## config.mk

```make
export PLATFORM = sky130hd
export DESIGN_NAME = timer16_capture_compare
export DESIGN_NICKNAME = d
export VERILOG_FILES = /design/src/rtl/timer16_cc_pkg.sv /design/src/rtl/timer16_capture_compare.sv
export SDC_FILE = /design/constraint.sdc
export NUM_CORES = 1
export LEC_CHECK = 0
export BUFFER_PORTS_ARGS = -buffer_cell sky130_fd_sc_hd__buf_2
export CAP_MARGIN = 25
export CORE_UTILIZATION = 35
export CTS_CLUSTER_SIZE = 25
export DETAILED_ROUTE_END_ITERATION = 10
export GPL_TIMING_DRIVEN = 0
export PLACE_DENSITY = 0.5
export SYNTH_ARGS = -nofsm -noshare
export SYNTH_HDL_FRONTEND = slang
export SYNTH_SLANG_ARGS = --single-unit
```

## constraint.sdc

```tcl
create_clock -name aclk -period 6.8 [get_ports aclk]
set_input_delay 1.02 -clock aclk [delete_from_list [all_inputs] [get_ports aclk]]
set_output_delay 1.02 -clock aclk [all_outputs]
set_load 0.01 [all_outputs]
```

## src/rtl/timer16_cc_pkg.sv

```systemverilog
package timer16_cc_pkg;

    // ------------------------------------------------------------
    // Register byte addresses (one byte register per 32-bit word)
    // ------------------------------------------------------------
    localparam logic [7:0] OFF_COUNT_LO = 8'h00;
    localparam logic [7:0] OFF_COUNT_HI = 8'h04;
    localparam logic [7:0] OFF_CAP_LO = 8'h08;
    localparam logic [7:0] OFF_CAP_HI = 8'h0C;
    localparam logic [7:0] OFF_CMPA_LO = 8'h10;
    localparam logic [7:0] OFF_CMPA_HI = 8'h14;
    localparam logic [7:0] OFF_CMPB_LO = 8'h18;
    localparam logic [7:0] OFF_CMPB_HI = 8'h1C;
    localparam logic [7:0] OFF_CTRL_A = 8'h20;
    localparam logic [7:0] OFF_CTRL_B = 8'h24;
    localparam logic [7:0] OFF_ACMP_CTRL = 8'h28;
    localparam logic [7:0] OFF_IRQ_MASK = 8'h2C;
    localparam logic [7:0] OFF_IRQ_FLAG = 8'h30;

    // ------------------------------------------------------------
    // Field positions
    // ------------------------------------------------------------
    localparam int CTRLA_MODE_LSB = 0;
    localparam int CTRLB_MODE_LSB = 3;
    localparam int CTRLB_EDGE_BIT = 6;
    localparam int CTRLB_FILT_BIT = 7;
    localparam int ACMP_SEL_BIT = 2;
    localparam int IRQ_CAP_BIT = 0;
    localparam int IRQ_CMPA_BIT = 1;
    localparam int IRQ_CMPB_BIT = 2;

    // ------------------------------------------------------------
    // Waveform modes and fixed top values
    // ------------------------------------------------------------
    localparam logic [3:0] MODE_NORMAL = 4'h0;
    localparam logic [3:0] MODE_CTC_A = 4'h4;
    localparam logic [3:0] MODE_CTC_CAP = 4'hC;
    localparam logic [3:0] MODE_RSVD = 4'hD;
    localparam logic [15:0] TOP_MAX = 16'hFFFF;
    localparam logic [15:0] TOP_8BIT = 16'h00FF;
    localparam logic [15:0] TOP_9BIT = 16'h01FF;
    localparam logic [15:0] TOP_10BIT = 16'h03FF;
    localparam logic [15:0] COUNT_RESET = 16'h0000;
    localparam logic [15:0] COUNT_STEP = 16'h0001;

    localparam logic [1:0] RESP_OKAY = 2'b00;
    localparam logic [1:0] RESP_SLVERR = 2'b10;

    typedef struct packed {
        logic [3:0] mode;
        logic filt_en;
        logic edge_rise;
        logic cap_sel;
    } ctrl_t;

    typedef struct packed {
        logic cap;
        logic cmp_a;
        logic cmp_b;
    } irq_t;

endpackage

```

## src/rtl/timer16_capture_compare.sv

```systemverilog
// Local design decisions: the AXI4-Lite register port and the address map.
`timescale 1ns/1ps
`default_nettype none

module timer16_capture_compare #(
    parameter int FILT_DEPTH = 4
) (
    // Clock and reset
    input wire logic aclk,
    input wire logic aresetn,
    // AXI4-Lite write address and data
    input wire logic [7:0] s_axi_awaddr,
    input wire logic s_axi_awvalid,
    output logic s_axi_awready,
    input wire logic [31:0] s_axi_wdata,
    input wire logic [3:0] s_axi_wstrb,
    input wire logic s_axi_wvalid,
    output logic s_axi_wready,
    // AXI4-Lite write response
    output logic [1:0] s_axi_bresp,
    output logic s_axi_bvalid,
    input wire logic s_axi_bready,
    // AXI4-Lite read
    input wire logic [7:0] s_axi_araddr,
    input wire logic s_axi_arvalid,
    output logic s_axi_arready,
    output logic [31:0] s_axi_rdata,
    output logic [1:0] s_axi_rresp,
    output logic s_axi_rvalid,
    input wire logic s_axi_rready,
    // Timer clock tick (same domain, one cycle pulse)
    input wire logic timer_tick,
    // Trigger inputs (asynchronous)
    input wire logic capture_input_pin,
    input wire logic comparator_output,
    // Interrupt requests and service acknowledges
    output logic capture_irq,
    output logic compare_a_irq,
    output logic compare_b_irq,
    input wire logic capture_irq_ack,
    input wire logic compare_a_irq_ack,
    input wire logic compare_b_irq_ack,
    // Counter state for the waveform side
    output logic [15:0] counter_value,
    output logic compare_a_match,
    output logic compare_b_match
);

    // ------------------------------------------------------------
    // Functions
    // ------------------------------------------------------------
    function automatic logic cap_is_top(input logic [3:0] m);
        cap_is_top = (m == 4'h8) || (m == 4'hA) ||
                     (m == timer16_cc_pkg::MODE_CTC_CAP) ||
                     (m == 4'hE);
    endfunction

    function automatic logic cmpa_is_top(input logic [3:0] m);
        cmpa_is_top = (m == timer16_cc_pkg::MODE_CTC_A) ||
                      (m == 4'h9) || (m == 4'hB) || (m == 4'hF);
    endfunction

    function automatic logic is_pwm(input logic [3:0] m);
        is_pwm = (m != timer16_cc_pkg::MODE_NORMAL) &&
                 (m != timer16_cc_pkg::MODE_CTC_A) &&
                 (m != timer16_cc_pkg::MODE_CTC_CAP) &&
                 (m != timer16_cc_pkg::MODE_RSVD);
    endfunction

    function automatic logic addr_ok(input logic [7:0] a);
        addr_ok = (a[1:0] == 2'b00) &&
                  (a <= timer16_cc_pkg::OFF_IRQ_FLAG);
    endfunction

    // ------------------------------------------------------------
    // State
    // ------------------------------------------------------------
    timer16_cc_pkg::ctrl_t ctrl;
    timer16_cc_pkg::irq_t irq_mask;
    timer16_cc_pkg::irq_t flags;
    logic [15:0] capture_value_reg;
    logic [15:0] cmp_a_active;
    logic [15:0] cmp_b_active;
    logic [15:0] cmp_a_buf;
    logic [15:0] cmp_b_buf;
    logic [7:0] temp_hi;
    logic block_match;

    logic aw_held;
    logic w_held;
    logic [7:0] wr_addr;
    logic [7:0] wr_byte;
    logic wr_strb;
    logic [1:0] pin_meta;
    logic [1:0] pin_sync2;
    logic [FILT_DEPTH-1:0] filt_pipe;
    logic filt_out;
    logic edge_prev;

    // ------------------------------------------------------------
    // Mode decode and top selection
    // ------------------------------------------------------------
    wire [3:0] mode = ctrl.mode;
    wire mode_cap_top = cap_is_top(mode);
    wire mode_pwm = is_pwm(mode);
    wire [15:0] fixed_top =
        (mode[1:0] == 2'b01) ? timer16_cc_pkg::TOP_8BIT :
        (mode[1:0] == 2'b10) ? timer16_cc_pkg::TOP_9BIT :
        (mode[1:0] == 2'b11) ? timer16_cc_pkg::TOP_10BIT :
        timer16_cc_pkg::TOP_MAX;
    wire [15:0] top_value =
        mode_cap_top ? capture_value_reg :
        cmpa_is_top(mode) ? cmp_a_active :
        (mode == timer16_cc_pkg::MODE_NORMAL) ?
        timer16_cc_pkg::TOP_MAX : fixed_top;
    wire at_top = (counter_value == top_value);
    wire reload = timer_tick && at_top;

    // ------------------------------------------------------------
    // Bus handshake and decode
    // ------------------------------------------------------------
    assign s_axi_awready = !aw_held && !s_axi_bvalid;
    assign s_axi_wready = !w_held && !s_axi_bvalid;
    assign s_axi_arready = !s_axi_rvalid;

    wire wr_go = aw_held && w_held;
    wire rd_go = s_axi_arvalid && s_axi_arready;
    wire wr_en = wr_go && wr_strb && addr_ok(wr_addr);

    wire wr_cnt_lo = wr_en && (wr_addr == timer16_cc_pkg::OFF_COUNT_LO);
    wire wr_cap_lo = wr_en && (wr_addr == timer16_cc_pkg::OFF_CAP_LO);
    wire wr_a_lo = wr_en && (wr_addr == timer16_cc_pkg::OFF_CMPA_LO);
    wire wr_b_lo = wr_en && (wr_addr == timer16_cc_pkg::OFF_CMPB_LO);
    wire wr_hi = wr_en && ((wr_addr == timer16_cc_pkg::OFF_COUNT_HI) ||
                           (wr_addr == timer16_cc_pkg::OFF_CAP_HI) ||
                           (wr_addr == timer16_cc_pkg::OFF_CMPA_HI) ||
                           (wr_addr == timer16_cc_pkg::OFF_CMPB_HI));
    wire wr_ctrl_a = wr_en && (wr_addr == timer16_cc_pkg::OFF_CTRL_A);
    wire wr_ctrl_b = wr_en && (wr_addr == timer16_cc_pkg::OFF_CTRL_B);
    wire wr_acmp = wr_en && (wr_addr == timer16_cc_pkg::OFF_ACMP_CTRL);
    wire wr_mask = wr_en && (wr_addr == timer16_cc_pkg::OFF_IRQ_MASK);
    wire wr_flag = wr_en && (wr_addr == timer16_cc_pkg::OFF_IRQ_FLAG);
    wire [15:0] wr_word = {temp_hi, wr_byte};

    wire rd_cnt_lo = rd_go && (s_axi_araddr == timer16_cc_pkg::OFF_COUNT_LO);
    wire rd_cap_lo = rd_go && (s_axi_araddr == timer16_cc_pkg::OFF_CAP_LO);

    // ------------------------------------------------------------
    // Read mux
    // ------------------------------------------------------------
    wire [15:0] cmp_a_view = mode_pwm ? cmp_a_buf : cmp_a_active;
    wire [15:0] cmp_b_view = mode_pwm ? cmp_b_buf : cmp_b_active;
    wire [7:0] ctrl_b_view =
        {ctrl.filt_en, ctrl.edge_rise, 1'b0, ctrl.mode[3:2], 3'b000};
    wire [7:0] acmp_view = {5'b00000, ctrl.cap_sel, 2'b00};
    wire [7:0] rd_byte =
        (s_axi_araddr == timer16_cc_pkg::OFF_COUNT_LO) ?
            counter_value[7:0] :
        (s_axi_araddr == timer16_cc_pkg::OFF_COUNT_HI) ? temp_hi :
        (s_axi_araddr == timer16_cc_pkg::OFF_CAP_LO) ?
            capture_value_reg[7:0] :
        (s_axi_araddr == timer16_cc_pkg::OFF_CAP_HI) ? temp_hi :
        (s_axi_araddr == timer16_cc_pkg::OFF_CMPA_LO) ? cmp_a_view[7:0] :
        (s_axi_araddr == timer16_cc_pkg::OFF_CMPA_HI) ? cmp_a_view[15:8] :
        (s_axi_araddr == timer16_cc_pkg::OFF_CMPB_LO) ? cmp_b_view[7:0] :
        (s_axi_araddr == timer16_cc_pkg::OFF_CMPB_HI) ? cmp_b_view[15:8] :
        (s_axi_araddr == timer16_cc_pkg::OFF_CTRL_A) ?
            {6'b000000, ctrl.mode[1:0]} :
        (s_axi_araddr == timer16_cc_pkg::OFF_CTRL_B) ? ctrl_b_view :
        (s_axi_araddr == timer16_cc_pkg::OFF_ACMP_CTRL) ? acmp_view :
        (s_axi_araddr == timer16_cc_pkg::OFF_IRQ_MASK) ?
            {5'b00000, irq_mask.cmp_b, irq_mask.cmp_a, irq_mask.cap} :
        (s_axi_araddr == timer16_cc_pkg::OFF_IRQ_FLAG) ?
            {5'b00000, flags.cmp_b, flags.cmp_a, flags.cap} :
        8'h00;

    // ------------------------------------------------------------
    // Write channel
    // ------------------------------------------------------------
    always_ff @(posedge aclk) begin
        if (!aresetn) begin
            aw_held <= 1'b0;
            w_held <= 1'b0;
            wr_addr <= 8'h00;
            wr_byte <= 8'h00;
            wr_strb <= 1'b0;
            s_axi_bvalid <= 1'b0;
            s_axi_bresp <= timer16_cc_pkg::RESP_OKAY;
        end else begin
            if (s_axi_awvalid && s_axi_awready) begin
                aw_held <= 1'b1;
                wr_addr <= s_axi_awaddr;
            end
            if (s_axi_wvalid && s_axi_wready) begin
                w_held <= 1'b1;
                wr_byte <= s_axi_wdata[7:0];
                wr_strb <= s_axi_wstrb[0];
            end
            if (wr_go) begin
                aw_held <= 1'b0;
                w_held <= 1'b0;
                s_axi_bvalid <= 1'b1;
                s_axi_bresp <= addr_ok(wr_addr) ?
                    timer16_cc_pkg::RESP_OKAY :
                    timer16_cc_pkg::RESP_SLVERR;
            end else if (s_axi_bready) begin
                s_axi_bvalid <= 1'b0;
            end
        end
    end

    // ------------------------------------------------------------
    // Read channel
    // ------------------------------------------------------------
    always_ff @(posedge aclk) begin
        if (!aresetn) begin
            s_axi_rvalid <= 1'b0;
            s_axi_rdata <= 32'h0000_0000;
            s_axi_rresp <= timer16_cc_pkg::RESP_OKAY;
        end else if (rd_go) begin
            s_axi_rvalid <= 1'b1;
            s_axi_rdata <= {24'h00_0000, rd_byte};
            s_axi_rresp <= addr_ok(s_axi_araddr) ?
                timer16_cc_pkg::RESP_OKAY :
                timer16_cc_pkg::RESP_SLVERR;
        end else if (s_axi_rready) begin
            s_axi_rvalid <= 1'b0;
        end
    end

    // ------------------------------------------------------------
    // Shared high-byte latch
    // ------------------------------------------------------------
    // A write beats a simultaneous low-byte read so software data wins.
    always_ff @(posedge aclk) begin
        if (!aresetn) begin
            temp_hi <= 8'h00;
        end else if (wr_hi) begin
            temp_hi <= wr_byte;
        end else if (rd_cap_lo) begin
            temp_hi <= capture_value_reg[15:8];
        end else if (rd_cnt_lo) begin
            temp_hi <= counter_value[15:8];
        end
    end

    // ------------------------------------------------------------
    // Control registers
    // ------------------------------------------------------------
    always_ff @(posedge aclk) begin
        if (!aresetn) begin
            ctrl <= '0;
            irq_mask <= '0;
        end else begin
            if (wr_ctrl_a) begin
                ctrl.mode[1:0] <=
                    wr_byte[timer16_cc_pkg::CTRLA_MODE_LSB +: 2];
            end
            if (wr_ctrl_b) begin
                ctrl.mode[3:2] <=
                    wr_byte[timer16_cc_pkg::CTRLB_MODE_LSB +: 2];
                ctrl.edge_rise <= wr_byte[timer16_cc_pkg::CTRLB_EDGE_BIT];
                ctrl.filt_en <= wr_byte[timer16_cc_pkg::CTRLB_FILT_BIT];
            end
            if (wr_acmp) begin
                ctrl.cap_sel <= wr_byte[timer16_cc_pkg::ACMP_SEL_BIT];
            end
            if (wr_mask) begin
                irq_mask.cap <= wr_byte[timer16_cc_pkg::IRQ_CAP_BIT];
                irq_mask.cmp_a <= wr_byte[timer16_cc_pkg::IRQ_CMPA_BIT];
                irq_mask.cmp_b <= wr_byte[timer16_cc_pkg::IRQ_CMPB_BIT];
            end
        end
    end

    // ------------------------------------------------------------
    // Trigger path: synchroniser, source select, filter, edge
    // ------------------------------------------------------------
    // pin_meta feeds only pin_sync2; bit 0 pin, bit 1 comparator.
    always_ff @(posedge aclk) begin
        if (!aresetn) begin
            pin_meta <= 2'b00;
            pin_sync2 <= 2'b00;
        end else begin
            pin_meta <= {comparator_output, capture_input_pin};
            pin_sync2 <= pin_meta;
        end
    end

    wire trig_raw = ctrl.cap_sel ? pin_sync2[1] : pin_sync2[0];
    wire filt_agree_hi = &filt_pipe;
    wire filt_agree_lo = ~|filt_pipe;
    wire filt_level = filt_agree_hi || (filt_out && !filt_agree_lo);

    // Filter runs every system clock regardless of the timer tick.
    always_ff @(posedge aclk) begin
        if (!aresetn) begin
            filt_pipe <= '0;
            filt_out <= 1'b0;
        end else begin
            filt_pipe <= {filt_pipe[FILT_DEPTH-2:0], trig_raw};
            filt_out <= filt_level;
        end
    end

    wire edge_in = ctrl.filt_en ? filt_level : trig_raw;
    wire edge_hit = ctrl.edge_rise ? (edge_in && !edge_prev) :
                                     (!edge_in && edge_prev);
    wire capture_go = edge_hit && !mode_cap_top;

    always_ff @(posedge aclk) begin
        if (!aresetn) begin
            edge_prev <= 1'b0;
        end else begin
            edge_prev <= edge_in;
        end
    end

    // ------------------------------------------------------------
    // Capture value register
    // ------------------------------------------------------------
    always_ff @(posedge aclk) begin
        if (!aresetn) begin
            capture_value_reg <= timer16_cc_pkg::COUNT_RESET;
        end else if (capture_go) begin
            capture_value_reg <= counter_value;
        end else if (wr_cap_lo && mode_cap_top) begin
            capture_value_reg <= wr_word;
        end
    end

    // ------------------------------------------------------------
    // Counter and compare-match blocking
    // ------------------------------------------------------------
    // Wraps at top, or at TOP_MAX when above top; counts up in every mode, no mode counts down.
    always_ff @(posedge aclk) begin
        if (!aresetn) begin
            counter_value <= timer16_cc_pkg::COUNT_RESET;
        end else if (wr_cnt_lo) begin
            counter_value <= wr_word;
        end else if (reload) begin
            counter_value <= timer16_cc_pkg::COUNT_RESET;
        end else if (timer_tick) begin
            counter_value <= counter_value + timer16_cc_pkg::COUNT_STEP;
        end
    end

    // Blocking stays armed while stopped until one tick consumes it.
    always_ff @(posedge aclk) begin
        if (!aresetn) begin
            block_match <= 1'b0;
        end else if (wr_cnt_lo) begin
            block_match <= 1'b1;
        end else if (timer_tick) begin
            block_match <= 1'b0;
        end
    end

    // ------------------------------------------------------------
    // Compare registers
    // ------------------------------------------------------------
    always_ff @(posedge aclk) begin
        if (!aresetn) begin
            cmp_a_active <= timer16_cc_pkg::COUNT_RESET;
            cmp_b_active <= timer16_cc_pkg::COUNT_RESET;
            cmp_a_buf <= timer16_cc_pkg::COUNT_RESET;
            cmp_b_buf <= timer16_cc_pkg::COUNT_RESET;
        end else begin
            if (wr_a_lo && mode_pwm) begin
                cmp_a_buf <= wr_word;
            end
            if (wr_b_lo && mode_pwm) begin
                cmp_b_buf <= wr_word;
            end
            if (wr_a_lo && !mode_pwm) begin
                cmp_a_active <= wr_word;
            end else if (mode_pwm && reload) begin
                cmp_a_active <= cmp_a_buf;
            end
            if (wr_b_lo && !mode_pwm) begin
                cmp_b_active <= wr_word;
            end else if (mode_pwm && reload) begin
                cmp_b_active <= cmp_b_buf;
            end
        end
    end

    assign compare_a_match = (counter_value == cmp_a_active);
    assign compare_b_match = (counter_value == cmp_b_active);
    wire set_a = timer_tick && compare_a_match && !block_match;
    wire set_b = timer_tick && compare_b_match && !block_match;

    // ------------------------------------------------------------
    // Flags: hardware set wins over every clear
    // ------------------------------------------------------------
    wire clr_cap = capture_irq_ack ||
        (wr_flag && wr_byte[timer16_cc_pkg::IRQ_CAP_BIT]);
    wire clr_a = compare_a_irq_ack ||
        (wr_flag && wr_byte[timer16_cc_pkg::IRQ_CMPA_BIT]);
    wire clr_b = compare_b_irq_ack ||
        (wr_flag && wr_byte[timer16_cc_pkg::IRQ_CMPB_BIT]);

    always_ff @(posedge aclk) begin
        if (!aresetn) begin
            flags <= '0;
        end else begin
            flags.cap <= capture_go || (flags.cap && !clr_cap);
            flags.cmp_a <= set_a || (flags.cmp_a && !clr_a);
            flags.cmp_b <= set_b || (flags.cmp_b && !clr_b);
        end
    end

    assign capture_irq = flags.cap && irq_mask.cap;
    assign compare_a_irq = flags.cmp_a && irq_mask.cmp_a;
    assign compare_b_irq = flags.cmp_b && irq_mask.cmp_b;

endmodule

`default_nettype wire

```

* Word-level counts from Yosys, hierarchy flattened *
Index checks and enable logic that the tools add are counted.

storage, ports and cells
  logic and storage cells = 217
  input port bits = 65
  output and inout port bits = 62
  register bits = 161

operators by class
  reductions and logical operators = 94
  $add $sub $neg = 1
  order comparisons = 2
  eq/ne operators = 41
  bitwise gates (word level) = 1
  muxes and demuxes = 44

operators by type and width
  cell                                                                   number
  16-bit two-way mux                                                     17
  8-bit two-way mux                                                      13
  8-bit by 6-bit == test with 1-bit output, second input constant        10
  8-bit by 5-bit == test with 1-bit output, second input constant        8
  1-bit logical AND                                                      49
  16-bit == test                                                         3
  8-bit by 4-bit == test with 1-bit output, second input constant        4
  4-bit == test, second input constant                                   7
  16-bit by 1-bit adder with 16-bit output, second input constant        1
  8-bit by 3-bit == test with 1-bit output, second input constant        2
  8-bit by 6-bit <= comparator with 1-bit output, second input constant  2
  8-bit zero test                                                        2
  1-bit logical OR                                                       16
  1-bit zero test                                                        12
  2-bit nonzero test                                                     6
  1-bit two-way mux                                                      9
  3-bit two-way mux                                                      3
  4-bit != test, second input constant                                   2
  3-bit nonzero test                                                     2
  2-bit == test, second input constant                                   2
  4-bit by 3-bit == test with 1-bit output, second input constant        1
  2-bit zero test                                                        2
  4-bit zero test                                                        1
  2-bit two-way mux                                                      2
  other kinds (7)                                                        7

* Depth between registers and ports, before layout *
  word-level depth = 14
  depth in mapped cells = 13
  depth with buffers taken out = 10

* Worst setup path before layout *
Ideal clock, no wire load.

  kind = input to register
  start = in s_axi_araddr[7]
  end = reg temp_hi[0]
  arrival = 3.012 ns
  setup slack = 3.723 ns
  required time = 6.735 ns
  path buffers = 1
  stages on the path = 9
  library setup time = 0.065 ns
  cells stage by stage = or2_2 clkbuf_1 or3_1 nor3_2 nand2_1 mux2i_1 a211oi_1 a21oi_1 nor2_1

on the way
  longest elaborated chain between the ends = 4
  elaborated cells on any way between the ends = 7
  classes of those cells = eq/ne (1); mux (2); reduce/logical (4)

RTL lines
  item                                      RTL line                        text
  from (decl)                               timer16_capture_compare.sv:24   input wire logic [7:0] s_axi_araddr,
  8-bit by 4-bit == test with 1-bit output  timer16_capture_compare.sv:146  wire rd_cap_lo = rd_go && (s_axi_araddr == timer16_cc_pkg::OFF_CAP_LO);
  1-bit logical AND                         timer16_capture_compare.sv:146
  8-bit two-way mux                         timer16_capture_compare.sv:240  end else if (rd_cap_lo) begin
  8-bit two-way mux                         timer16_capture_compare.sv:238  end else if (wr_hi) begin
  to (signal assigned)                      timer16_capture_compare.sv:239  temp_hi <= wr_byte;
  to (signal assigned)                      timer16_capture_compare.sv:241  temp_hi <= capture_value_reg[15:8];
  to (signal assigned)                      timer16_capture_compare.sv:243  temp_hi <= counter_value[15:8];
  to (decl)                                 timer16_capture_compare.sv:86   logic [7:0] temp_hi;

Several ways; a longest one is shown, not always the timed one.
A chain may end at the register's enable or synchronous reset.

* Worst setup path after layout *
  start = reg counter_value[14]
  end = out compare_a_match

on the way
  longest elaborated chain between the ends = 1

RTL lines
  item                    RTL line                        text
  from (decl)             timer16_capture_compare.sv:44   output logic [15:0] counter_value,
  from (signal assigned)  timer16_capture_compare.sv:338  counter_value <= timer16_cc_pkg::COUNT_RESET;
  from (signal assigned)  timer16_capture_compare.sv:340  counter_value <= wr_word;
  from (signal assigned)  timer16_capture_compare.sv:342  counter_value <= timer16_cc_pkg::COUNT_RESET;
  16-bit == test          timer16_capture_compare.sv:388  assign compare_a_match = (counter_value == cmp_a_active);
  to (decl)               timer16_capture_compare.sv:45   output logic compare_a_match,

Every way passes these cells.

==> impl_metrics.prom <==
# TYPE chip_impl_metric gauge
chip_impl_info{name="result_of_the_run",value="finished, final reports clean"} 1
chip_impl_metric{name="grt_start_max_net_pins",unit=""} 17
chip_impl_info{name="mostFrequentLayoutCells",value="186 x sky130_fd_sc_hd__nand2_1, 159 x sky130_fd_sc_hd__dfxtp_1, 148 x sky130_fd_sc_hd__a21oi_1"} 1
chip_impl_metric{name="gr-usage-all-layers",unit="%"} 28.9
chip_impl_metric{name="seq_area_frac_synth",unit="%"} 35.2
chip_impl_metric{name="area_of_the_placeable_core",unit="um^2"} 25300
chip_impl_metric{name="worst_ep_arrival_time",unit="ns"} 3.04
chip_impl_metric{name="final_nets",unit=""} 1377
chip_impl_info{name="synth_area_leader_cell",value="sky130_fd_sc_hd__dfxtp_1"} 1
chip_impl_metric{name="route.detailed.drc",unit=""} 0
chip_impl_metric{name="routed_wire_length_per_instance",unit="um"} 22.9
chip_impl_metric{name="setup-tns-final",unit="ns"} 0
chip_impl_metric{name="insertedDiodeCount",unit=""} 0
chip_impl_info{name="r2r-start",value="mode[0]"} 1
chip_impl_info{name="startpoint_type",value="flop"} 1
chip_impl_metric{name="place.port_buffers",unit=""} 71
chip_impl_metric{name="ports",unit=""} 127
chip_impl_metric{name="synth_cell_type_count",unit=""} 65
chip_impl_metric{name="synth_warnings",unit=""} 0
chip_impl_metric{name="final_min_period_over_clock_period",unit="%"} 59.7
chip_impl_info{name="timing.critical_path.from",value="counter_value[14]"} 1
chip_impl_metric{name="timing.clock.skew",unit="ns"} 0.0102
chip_impl_info{name="synth_top_family_by_area",value="simple AND/OR/NAND/NOR gates"} 1
chip_impl_metric{name="row_count",unit=""} 58
chip_impl_metric{name="synthesis.area_per_instance",unit="um^2"} 7.60
chip_impl_metric{name="htreeDepth",unit=""} 4
chip_impl_metric{name="final_hold_viol_count",unit=""} 0
chip_impl_metric{name="cts_hold_repair.buffers",unit=""} 0
chip_impl_metric{name="detailedPlacementHpwl",unit="mm"} 27.3
chip_impl_metric{name="die_w",unit="um"} 163
chip_impl_metric{name="worst_skew_pair.late_latency",unit="ns"} 0.44
chip_impl_metric{name="final_antenna_net_count",unit=""} 0
chip_impl_info{name="clockRootBuffer",value="sky130_fd_sc_hd__clkbuf_16"} 1
chip_impl_metric{name="synth.cell_area",unit="um^2"} 9050
chip_impl_metric{name="critPathRequiredTime",unit="ns"} 5.78
chip_impl_metric{name="synth_xor_area_share",unit="%"} 4.74
chip_impl_info{name="rsz_0062_raised_after_global_routing",value="false"} 1
chip_impl_metric{name="sink_count_of_the_clock_tree",unit=""} 159
chip_impl_metric{name="placed_cells",unit=""} 1616
chip_impl_info{name="mostFrequentLayoutCell",value="sky130_fd_sc_hd__nand2_1"} 1
chip_impl_metric{name="cts.repair_timing.setup_buffer_count",unit=""} 0
chip_impl_metric{name="critPathMaxFanout",unit=""} 9
chip_impl_metric{name="tritoncts.num_buffers",unit=""} 17
chip_impl_metric{name="relative_slew_slack",unit="%"} 34.1
chip_impl_metric{name="drt-total-wl",unit="mm"} 37.8
chip_impl_metric{name="report.final.setup_viol",unit=""} 0
chip_impl_metric{name="synth_top_area_share",unit="%"} 35.2
chip_impl_metric{name="post_drt_via_cell_ratio",unit=""} 5.61
chip_impl_metric{name="first_global_vias",unit=""} 8521
chip_impl_metric{name="hold_slack",unit="ns"} 0.432
chip_impl_info{name="critPathCaptureType",value="output pin"} 1
chip_impl_info{name="crit_type",value="reg -> out"} 1
chip_impl_metric{name="detail_route.iter0.violations",unit=""} 953
chip_impl_metric{name="synth_simple_gate_area_share",unit="%"} 23.5
chip_impl_metric{name="max_capacitance_violation_count",unit=""} 0
chip_impl_info{name="yosys-top-cells-area",value="sky130_fd_sc_hd__dfxtp_1 35%, sky130_fd_sc_hd__a21oi_1 8.2%, sky130_fd_sc_hd__nand2_1 7.7%"} 1
chip_impl_metric{name="vdd.ir_drop.worst",unit="uV"} 142
chip_impl_metric{name="max_freq",unit="MHz"} 247
chip_impl_info{name="hold_path_class",value="reg -> reg"} 1
chip_impl_metric{name="synth_mux_area_share",unit="%"} 6.65
chip_impl_info{name="most_frequently_used_flop_master_after_synthesis",value="sky130_fd_sc_hd__dfxtp_1"} 1
chip_impl_metric{name="post_cts.resized_instances",unit=""} 0
chip_impl_metric{name="number_of_synthesized_register_bits",unit=""} 159
chip_impl_metric{name="post_synth_fa_ha_maj_area_fraction",unit="%"} 0.968
chip_impl_metric{name="layout-drive-gt1-share",unit="%"} 12.6
chip_impl_metric{name="dieArea",unit="um^2"} 26500
chip_impl_metric{name="overflow",unit=""} 0
chip_impl_metric{name="static-leakage-power",unit="nW"} 3.77
chip_impl_metric{name="slew_viol_final",unit=""} 0
chip_impl_metric{name="netlist_instances",unit=""} 1190
chip_impl_info{name="hold_path_startpoint",value="pin_meta[0]"} 1
chip_impl_metric{name="clkTransAtPathRegs",unit="ns"} 0.07
chip_impl_metric{name="detailroute.via_count",unit=""} 9253
chip_impl_metric{name="synth-compound-area-share",unit="%"} 21.0
chip_impl_metric{name="clock_tree.buffer_depth",unit=""} 2
chip_impl_metric{name="die-height",unit="um"} 163
chip_impl_metric{name="area_added_between_synthesis_and_finish",unit="%"} 15.5
chip_impl_metric{name="place.gp.congestion",unit=""} 0.969
chip_impl_metric{name="ys_async_sr_fraction",unit="%"} 0
chip_impl_metric{name="number_of_enable_flip_flop_cells_after_synthesis",unit=""} 0
chip_impl_metric{name="finalNonFillerCells",unit=""} 1648
chip_impl_metric{name="powerDensity",unit="nW/um^2"} 198
chip_impl_metric{name="finalWorstPathRequiredPeriod",unit="ns"} 4.06
chip_impl_info{name="tritoncts",value="built"} 1
chip_impl_metric{name="floorplan.initialDensity",unit="%"} 35.8
chip_impl_metric{name="detailedRoute.firstPassIterationCount",unit=""} 8
chip_impl_metric{name="worstMarginPinSlew",unit="ns"} 0.980
chip_impl_metric{name="global_route_wire_length_before_repair",unit="mm"} 56.0
chip_impl_metric{name="grt_antenna_before_repair",unit=""} 0
==> path summary, 6_finish.rpt <==
path                           to  slack (ns)  cells past startpoint
setup / recovery  compare_a_match        2.74                      5
setup reg to reg     cmp_a_buf[8]        2.83                     11
hold / removal       pin_sync2[0]        0.43                      1
hold reg to reg      pin_sync2[0]        0.43                      1
==> per-layer routing <==
metal | share of wire [%] | track usage [%] | routed length, um
met4 | 4.3 | 13.3 | 1620
met2 | 42 | 41.9 | 15700
met3 | 8.0 | 5.70 | 3030
met5 | 0 | 0 | 0
met1 | 46 | 40.8 | 17400
==> stage by stage <==
stage | setup WS [ns] | total power [mW] | area [um^2] | util [%]
after floorplan | 3.72 | 1.09 | 9140 | -
after global placement | 2.96 | 1.18 | 9910 | 39.2
after detailed placement | 2.99 | 1.18 | 9910 | 39.3
after CTS | 2.83 | 2.07 | 10500 | 41.4
after global routing | 2.62 | 2.14 | 10500 | 41.4
final | 2.74 | 2.07 | 10500 | 41.4
==> worst max-delay path: stages, from the launching register on <==
cell and delay (ns):
sky130_fd_sc_hd__dfxtp_1 0.32, sky130_fd_sc_hd__clkbuf_1 0.63, sky130_fd_sc_hd__xor2_1 0.21, sky130_fd_sc_hd__or4_1 0.51, sky130_fd_sc_hd__nor3_1 0.65, sky130_fd_sc_hd__buf_2 0.26
==> where the power goes <==
part	total [mW]	switching, mW	internal (mW)
sequential	0.970	0.0195	0.951
combinational	0.189	0.128	0.0606
clock	0.907	0.433	0.474
==> kinds of logic (layout without fill, tap and decap cells) <==
logic type               Yosys count  in the layout
AND/OR/NAND/NOR                  441            441
AO/OA/AOI/OAI                    321            321
flip-flops                       159            159
buffers and inverters            152            255
multiplexers                      60             60
XOR/XNOR                          49             49
adder cells (fa/ha/maj)            7              7
other                              1             26
==> synthesized netlist by cell type (14+ instances only) <==
library cell / instances
sky130_fd_sc_hd__nand2_1: 186
sky130_fd_sc_hd__dfxtp_1: 159
sky130_fd_sc_hd__a21oi_1: 148
sky130_fd_sc_hd__nor2_1: 87
sky130_fd_sc_hd__clkbuf_1: 75
sky130_fd_sc_hd__o21ai_0: 61
sky130_fd_sc_hd__mux2i_1: 59
sky130_fd_sc_hd__xnor2_1: 35
sky130_fd_sc_hd__nor3_1: 34
sky130_fd_sc_hd__buf_4: 29
sky130_fd_sc_hd__a211oi_1: 28
sky130_fd_sc_hd__inv_1: 28
sky130_fd_sc_hd__nand3_1: 27
sky130_fd_sc_hd__o221ai_1: 16
sky130_fd_sc_hd__and2_1: 15
sky130_fd_sc_hd__a22oi_1: 14
sky130_fd_sc_hd__buf_2: 14
sky130_fd_sc_hd__xor2_1: 14
==> cell type report <==
cell class | instances | area (um^2)
clock buffers | 19 | 433
clock inverters | 13 | 105
inverters | 30 | 113
plain buffers | 122 | 599
repair buffers | 71 | 355
well taps | 330 | 413
multi-input cells | 904 | 5250
fillers | 2747 | 14800
flip-flops and latches | 159 | 3180
Power figures use the tool's default switching activity.
